### src/quad_nibble_gpio_pkg.sv
package quad_nibble_gpio_pkg;

    localparam int unsigned GROUP_COUNT = 4;
    localparam int unsigned GROUP_PINS  = 4;
    localparam int unsigned PIN_COUNT   = 16;
    localparam int unsigned BUS_WIDTH   = 16;

    // register addresses, data and control alternate per group
    localparam logic [15:0] GROUP_DATA_ADDR [0:3] = '{16'h3870, 16'h3872, 16'h3874, 16'h3876};
    localparam logic [15:0] GROUP_CTRL_ADDR [0:3] = '{16'h3871, 16'h3873, 16'h3875, 16'h3877};

    // control register fields
    localparam int unsigned BIT_OP_ENABLE_BIT     = 15;
    localparam int unsigned PIN_LEVEL_SELECT_BIT  = 14;
    localparam int unsigned MODE_WRITE_ENABLE_BIT = 13;
    localparam int unsigned DIR_SELECT_BIT        = 12;
    localparam int unsigned PIN_PICK_BITS_HIGH    = 9;
    localparam int unsigned PIN_PICK_BITS_LOW     = 8;
    localparam int unsigned DIR_PIN_SELECT_HIGH   = 3;
    localparam int unsigned DIR_PIN_SELECT_LOW    = 0;
    localparam logic [15:0] CTRL_KEPT_MASK        = 16'hF30F;

    // upper eight pins are lent to the host data lines in wide bus mode
    localparam logic [15:0] HOST_UPPER_MASK = 16'hFF00;

    localparam logic [3:0]  LATCH_RESET = 4'h0;
    localparam logic [3:0]  DIR_RESET   = 4'h0;
    localparam logic [15:0] READ_RESET  = 16'h0000;
    localparam logic [11:0] READ_PAD    = 12'h000;

endpackage

### src/quad_nibble_gpio_port.sv
// Operation
// - Four independent four-pin groups make sixteen pins; data uses low four bits.
// - Eight registers at 0x3870..0x3877, data then control for groups zero to three.
// - In host wide bus mode pins eight to fifteen are released, not driven.
// - Data store loads the output latch; one drives high, zero low.
// - Latch bits of input pins never affect any pin level.
// - Reset clears every output latch and every direction register.
// - Data load returns synchronised levels of input pins in low four bits.
// - Data load bits of output pins are undefined; here they echo the latch.
// - Control store with bit op enable forces the picked pin to given level.
// - Pin pick bits nine and eight select pin zero to three.
// - Pin level select zero drives low, one high, only with bit op enable.
// - Control store with mode write enable sets selected pins input or output.
// - Each of four direction select bits acts independently; others keep direction.
// - Control load returns current pin directions in bits three to zero.
// - Control strobe bits read back as anything; here zero.
// - Reserved control bits eleven, ten and seven to four store nothing.
// - Pin sampling and pin updates happen on the rising system clock edge.
// - Control changes reach the pins two clocks after the store.
// - Data latch value reaches the pins one clock after the store.
// - Input levels pass a two stage synchroniser before being readable.
// - Data store wins over a single pin change landing in the same cycle.
`timescale 1ns/10ps

module quad_nibble_gpio_port
    import quad_nibble_gpio_pkg::*;
(
    input  wire logic        i_mclk,       // system clock, 125 MHz
    input  wire logic        i_arst_n,     // async reset, active low
    input  wire logic [15:0] i_addr,       // peripheral bus word address
    input  wire logic [15:0] i_wdata,      // store data
    input  wire logic        i_store,      // store strobe, one cycle
    input  wire logic        i_load,       // load strobe, one cycle
    input  wire logic        i_host_wide,  // host interface in 16-bit bus mode
    input  wire logic [15:0] i_pin_in,     // pin input levels
    output logic      [15:0] o_pin_out,    // pin output levels
    output logic      [15:0] o_pin_oe,     // pin output enables, high drives
    output logic      [15:0] o_rdata,      // load data
    output logic             o_rd_valid    // load answer, one cycle
);

    logic             rst_meta_r;
    logic             rst_n;
    logic [15:0]      latch_r;
    logic [15:0]      latch_nxt;
    logic [15:0]      dir_r;
    logic [15:0]      dir_nxt;
    logic [15:0]      pin_meta_r;
    logic [15:0]      pin_sync_r;
    logic [3:0]       pend_vld_r;
    logic [3:0]       pend_vld_nxt;
    logic [15:0]      pend_cmd_r [0:3];
    logic [15:0]      pend_cmd_nxt [0:3];
    logic [3:0]       data_hit;
    logic [3:0]       ctrl_hit;
    logic [15:0]      read_data [0:3];
    logic [3:0]       read_hit;
    logic [15:0]      host_mask;

    always_ff @(posedge i_mclk or negedge i_arst_n)
    begin
        if (!i_arst_n)
        begin
            rst_meta_r <= 1'b0;
            rst_n      <= 1'b0;
        end
        else
        begin
            rst_meta_r <= 1'b1;
            rst_n      <= rst_meta_r;
        end
    end

    // lent pins are dropped here so they can never fight the host drivers
    assign host_mask = i_host_wide ? HOST_UPPER_MASK : 16'h0000;

    genvar g;
    generate
        for (g = 0; g < GROUP_COUNT; g++)
        begin : grp
            localparam int unsigned LO = g * GROUP_PINS;
            logic [3:0] lat;
            logic [3:0] dir;
            logic [3:0] sel;
            logic [15:0] pc;

            assign data_hit[g] = i_store && (i_addr == GROUP_DATA_ADDR[g]);
            assign ctrl_hit[g] = i_store && (i_addr == GROUP_CTRL_ADDR[g]);

            // store lands in a pending stage so control effects trail data by one clock
            assign pend_vld_nxt[g] = ctrl_hit[g];
            assign pend_cmd_nxt[g] = ctrl_hit[g] ? (i_wdata & CTRL_KEPT_MASK) : pend_cmd_r[g];

            assign pc  = pend_cmd_r[g];
            assign sel = pc[DIR_PIN_SELECT_HIGH:DIR_PIN_SELECT_LOW];

            always_comb
            begin
                lat = latch_r[LO +: 4];
                dir = dir_r[LO +: 4];
                // level change and direction change may come from one store
                if (pend_vld_r[g] && pc[BIT_OP_ENABLE_BIT])
                begin
                    lat[pc[PIN_PICK_BITS_HIGH:PIN_PICK_BITS_LOW]] = pc[PIN_LEVEL_SELECT_BIT];
                end
                if (data_hit[g])
                begin
                    lat = i_wdata[3:0];
                end
                if (pend_vld_r[g] && pc[MODE_WRITE_ENABLE_BIT])
                begin
                    dir = pc[DIR_SELECT_BIT] ? (dir | sel) : (dir & ~sel);
                end
            end

            assign latch_nxt[LO +: 4] = lat;
            assign dir_nxt[LO +: 4]   = dir;

            // output pins echo the latch; input pins show the synchronised level
            assign read_data[g] = (i_addr == GROUP_CTRL_ADDR[g]) ?
                                  {READ_PAD, dir_r[LO +: 4]} :
                                  {READ_PAD, (pin_sync_r[LO +: 4] & ~dir_r[LO +: 4]) |
                                             (latch_r[LO +: 4] & dir_r[LO +: 4])};
            assign read_hit[g]  = (i_addr == GROUP_DATA_ADDR[g]) || (i_addr == GROUP_CTRL_ADDR[g]);

        end
    endgenerate

    always_ff @(posedge i_mclk or negedge rst_n)
    begin
        if (!rst_n)
        begin
            latch_r <= {GROUP_COUNT{LATCH_RESET}};
            dir_r   <= {GROUP_COUNT{DIR_RESET}};
        end
        else
        begin
            latch_r <= latch_nxt;
            dir_r   <= dir_nxt;
        end
    end

    always_ff @(posedge i_mclk or negedge rst_n)
    begin
        if (!rst_n)
        begin
            pend_vld_r <= 4'h0;
            for (int i = 0; i < GROUP_COUNT; i++)
            begin
                pend_cmd_r[i] <= 16'h0000;
            end
        end
        else
        begin
            pend_vld_r <= pend_vld_nxt;
            for (int i = 0; i < GROUP_COUNT; i++)
            begin
                pend_cmd_r[i] <= pend_cmd_nxt[i];
            end
        end
    end

    // pins are asynchronous; the first stage feeds only the second
    always_ff @(posedge i_mclk or negedge rst_n)
    begin
        if (!rst_n)
        begin
            pin_meta_r <= 16'h0000;
            pin_sync_r <= 16'h0000;
        end
        else
        begin
            pin_meta_r <= i_pin_in;
            pin_sync_r <= pin_meta_r;
        end
    end

    // input pins drive zero with enable low, so a stale latch bit stays invisible
    always_ff @(posedge i_mclk or negedge rst_n)
    begin
        if (!rst_n)
        begin
            o_pin_out <= 16'h0000;
            o_pin_oe  <= 16'h0000;
        end
        else
        begin
            o_pin_out <= latch_r & dir_r & ~host_mask;
            o_pin_oe  <= dir_r & ~host_mask;
        end
    end

    // unmapped loads answer zero so software never sees stale data
    always_ff @(posedge i_mclk or negedge rst_n)
    begin
        if (!rst_n)
        begin
            o_rdata    <= READ_RESET;
            o_rd_valid <= 1'b0;
        end
        else
        begin
            o_rd_valid <= i_load;
            if (i_load)
            begin
                o_rdata <= READ_RESET;
                for (int i = 0; i < GROUP_COUNT; i++)
                begin
                    if (read_hit[i])
                    begin
                        o_rdata <= read_data[i];
                    end
                end
            end
        end
    end
endmodule // quad_nibble_gpio_port

### config.mk
export PLATFORM = sky130hd
export DESIGN_NAME = quad_nibble_gpio_port
export DESIGN_NICKNAME = d
export VERILOG_FILES = /design/src/quad_nibble_gpio_pkg.sv /design/src/quad_nibble_gpio_port.sv
export SDC_FILE = /design/constraint.sdc
export NUM_CORES = 1
export LEC_CHECK = 0
export BUFFER_PORTS_ARGS = -buffer_cell sky130_fd_sc_hd__buf_2
export CAP_MARGIN = 25
export CELL_PAD_IN_SITES_DETAIL_PLACEMENT = 2
export CELL_PAD_IN_SITES_GLOBAL_PLACEMENT = 2
export CORE_ASPECT_RATIO = 1.25
export CORE_MARGIN = 5
export CORE_UTILIZATION = 40
export CTS_CLUSTER_DIAMETER = 30
export DETAILED_ROUTE_END_ITERATION = 6
export PLACE_DENSITY = 0.82
export SYNTH_ARGS = -nofsm -noshare
export SYNTH_HDL_FRONTEND = slang
export SYNTH_SLANG_ARGS = --single-unit
### constraint.sdc
create_clock -name i_mclk -period 9.2 [get_ports i_mclk]
set_clock_uncertainty 0.15 [all_clocks]
set_input_delay 0.46 -clock i_mclk [delete_from_list [all_inputs] [get_ports i_mclk]]
set_output_delay 0.46 -clock i_mclk [all_outputs]
set_load 0.005 [all_outputs]
==> run summary <==
* area enclosed by the die boundary: 17,000 um^2
* height of the chip: 145 um
* number of hold-slack violations in the final timing report: 0
* average wire per cell in the routed design: 26.1 um
* count of H-tree levels built during CTS: 4
* Post-Synthesis Cells: 442
* worst hold-check slack: 0.00983 ns
* wire length of the first global-routing pass: 29,500 um
* final critical path time including I/O delays and setup: 2.83 ns
* diode insertion count for antenna repair: 0
* layout cell share with drive strength beyond 1: 0.322
* CORE AREA: 14,300 um^2
* Layout Utilization: 0.495
* YS warnings: 0
* crit path max fanout: 11
* Worst Path Required: 9.35 ns
* Multi-input gate area: 1990 um^2
* transition time at the pin with the least slew margin: 0.930 ns
* final sum of negative setup slack: 0 ns
* synthesized cell area: 5800 um^2
* total setup violations reported at the end of the flow: 0
* TritonCTS clock tree: built
* final-layout fill cell count: 1,420
* All-Layer GR Usage: 0.231
* WS Path Type: input pin to flop
* buffers plus inverters on the worst setup path: 1
* clk_lat worst skew: 0.43 ns
* number of flops mapped to enable cells by yosys: 0
* GP Congestion: 0.820
* period utilization: 0.307
* total detailed-routing wirelength: 19,300 um
* number of nets at the end of the flow: 602
* clock-pin slew reported for the worst setup and hold paths after clock tree synthesis: 0.06 ns
* largest stage delay on the critical path: 0.72 ns
* endpoint class of the critical path: flop
* die boundary width: 118 um
* area taken by flip-flops and latches: 3680 um^2
* largest cells by area after synthesis: dfrtp_1 (63%), mux2_2 (9.1%), mux2_4 (2.3%)
* Seq cells post-synth: 147
* antenna violations before repair: 0
* DR vias/cell: 5.54
* sequential fraction of the synthesis area: 0.634
* share of Yosys cell area claimed by the top area cell type: 0.634
* number of I/O port buffers: 83
* Leak Pwr: 0.00345 uW
* Detail Placement HPWL: 11,300 um
* total clock buffers created by CTS: 17
* cell-by-cell trace of the critical path: buf_2 -> or4b_4 -> and4bb_2 -> nand3_1 -> nor2_1 -> mux2_2
* antenna-violating nets left: 0
* pwr/cell area: 206 nW/um^2
* root buffer cell: clkbuf_16
* final routed DRC violation total: 0
* max-cap violation count: 0
* setup repair after global routing missed its margin: no
* starting utilization of the core area: 0.405
* cell type with the largest total area after synthesis: dfrtp_1
* cell with the largest stage delay on the worst path: nor2_1
* maximum number of pins on one net before global-route repair: 75
* Peak VDD IR: 0.000118 V
* Synth-to-Final Area Change: 22.5%
* type of element launching the critical path: input pin
* worst max-slew margin expressed relative to the limit: 0.380
* critical path's top delay family: simple AND/OR/NAND/NOR gates
* number of buffers on the longest clock path: 2
* aggregate global routing overflow: 0
* Primary FF master, synth: dfrtp_1
* fraction of registers with async set or reset after synthesis: 1.00
* Avg Cell Area, Syn: 13.1 um^2
* Starting DRT DRC Count: 220
* I/O pin cnt: 102
* status: finished clean
* CTS Sinks: 147
* via count of the first global-routing pass: 4,831
* Min-Delay Path Class: input pin to flop
* number of placement rows: 49
* 1st-pass router iterations: 7
* arrival time reported for the critical path endpoint: 2.98 ns
* fmax: 0.354 GHz
* count of cell types in the netlist: 46
* total power: 1460 uW
* Via Count: 4,102
* number of max-slew violations in the final report: 0
per-stage QoR:
stage	setup WS, ns	instances	area (um^2)
after CTS	6.39	739	7100
after global placement	6.04	693	6330
after floorplan	4.65	453	5840
after detailed placement	6.03	693	6330
after global routing	6.30	740	7110
final	6.37	740	7110
cells in the final DEF (no fill, tap or decap), types with 3 or more instances in the layout:
master	n
nor3_1	6
a31oi_1	4
and2_1	18
nand4_1	4
nor3b_1	5
conb_1	13
dlygate4sd3_1	15
buf_2	83
mux2i_1	12
o21ai_0	21
mux2_4	9
clkbuf_16	17
mux2_2	47
a21oi_1	23
inv_1	3
nor2_1	28
nor2b_1	12
dfrtp_1	146
nand2_1	19
or3b_2	3
nand3_1	22
bufinv_16	4
clkinv_2	3
a21boi_0	6
nand2b_1	4
cells by family after synthesis:
group | count (synthesis) | share of synthesized area
DFF | 147 | 0.634
and+or+nand+nor | 133 | 0.132
muxes | 68 | 0.135
buffers and inverters | 25 | 0.0295
AOI/OAI and AO/OA | 67 | 0.0686
other | 2 | 0.00129
report_power, final:
part           internal, uW  switching (uW)
Sequential              654            9.13
Combinational          17.6            34.4
Clock                   463             285
Total                  1130             328
final cells by class:
| type | instances | area share |
|---|---|---|
| flip-flops and latches | 147 | 0.518 |
| multi-input cells | 281 | 0.281 |
| repair buffers | 99 | 0.0806 |
| clock buffers | 20 | 0.0628 |
| well taps | 178 | 0.0313 |
| clock inverters | 12 | 0.0250 |
| inverters | 3 | 0.00158 |
per-layer routing:
layer	routed length, um	global-route usage	vias up
met3	1040	0.0482	44
li1	-	-	1742
met1	7200	0.257	2153
met4	747	0.117	0
met5	0	0	-
met2	10300	0.423	163
cell usage after synthesis, drive strengths merged (2+ instances only):
library cell  number
nor2b             12
a2bb2oi            2
nor3               6
mux2i             12
o21ai             21
a21o               2
nand3             22
a21oi             23
mux2              56
or3b               3
nand4              4
inv                3
a31oi              4
a21boi             6
and2              18
nor2              30
buf               17
nand2             19
clkbuf             5
dfrtp            147
o2111ai            2
conb               2
a22oi              2
nand2b             4
nor3b              5
final timing paths:
kind,start,endpoint,slack (ns),cells after the start
setup / recovery,i_addr[15],grp[1].pc[8],6.37,6
hold / removal,i_pin_in[11],pin_meta_r[11],0.01,1
setup reg to reg,rst_n,o_pin_out[8],7.06,1
hold reg to reg,pin_meta_r[4],pin_sync_r[4],0.20,0
max in group asynchronous,rst_n,o_pin_out[8],7.06,1
min in group asynchronous,i_arst_n,rst_n,0.21,2
repair_timing:
action	4_1_cts	5_1_grt
buffers inserted	0	0
hold endpoints to repair	15	1
hold buffers	14	1
resized for setup	0	0
Note: power is estimated with default switching activity, not from simulation.
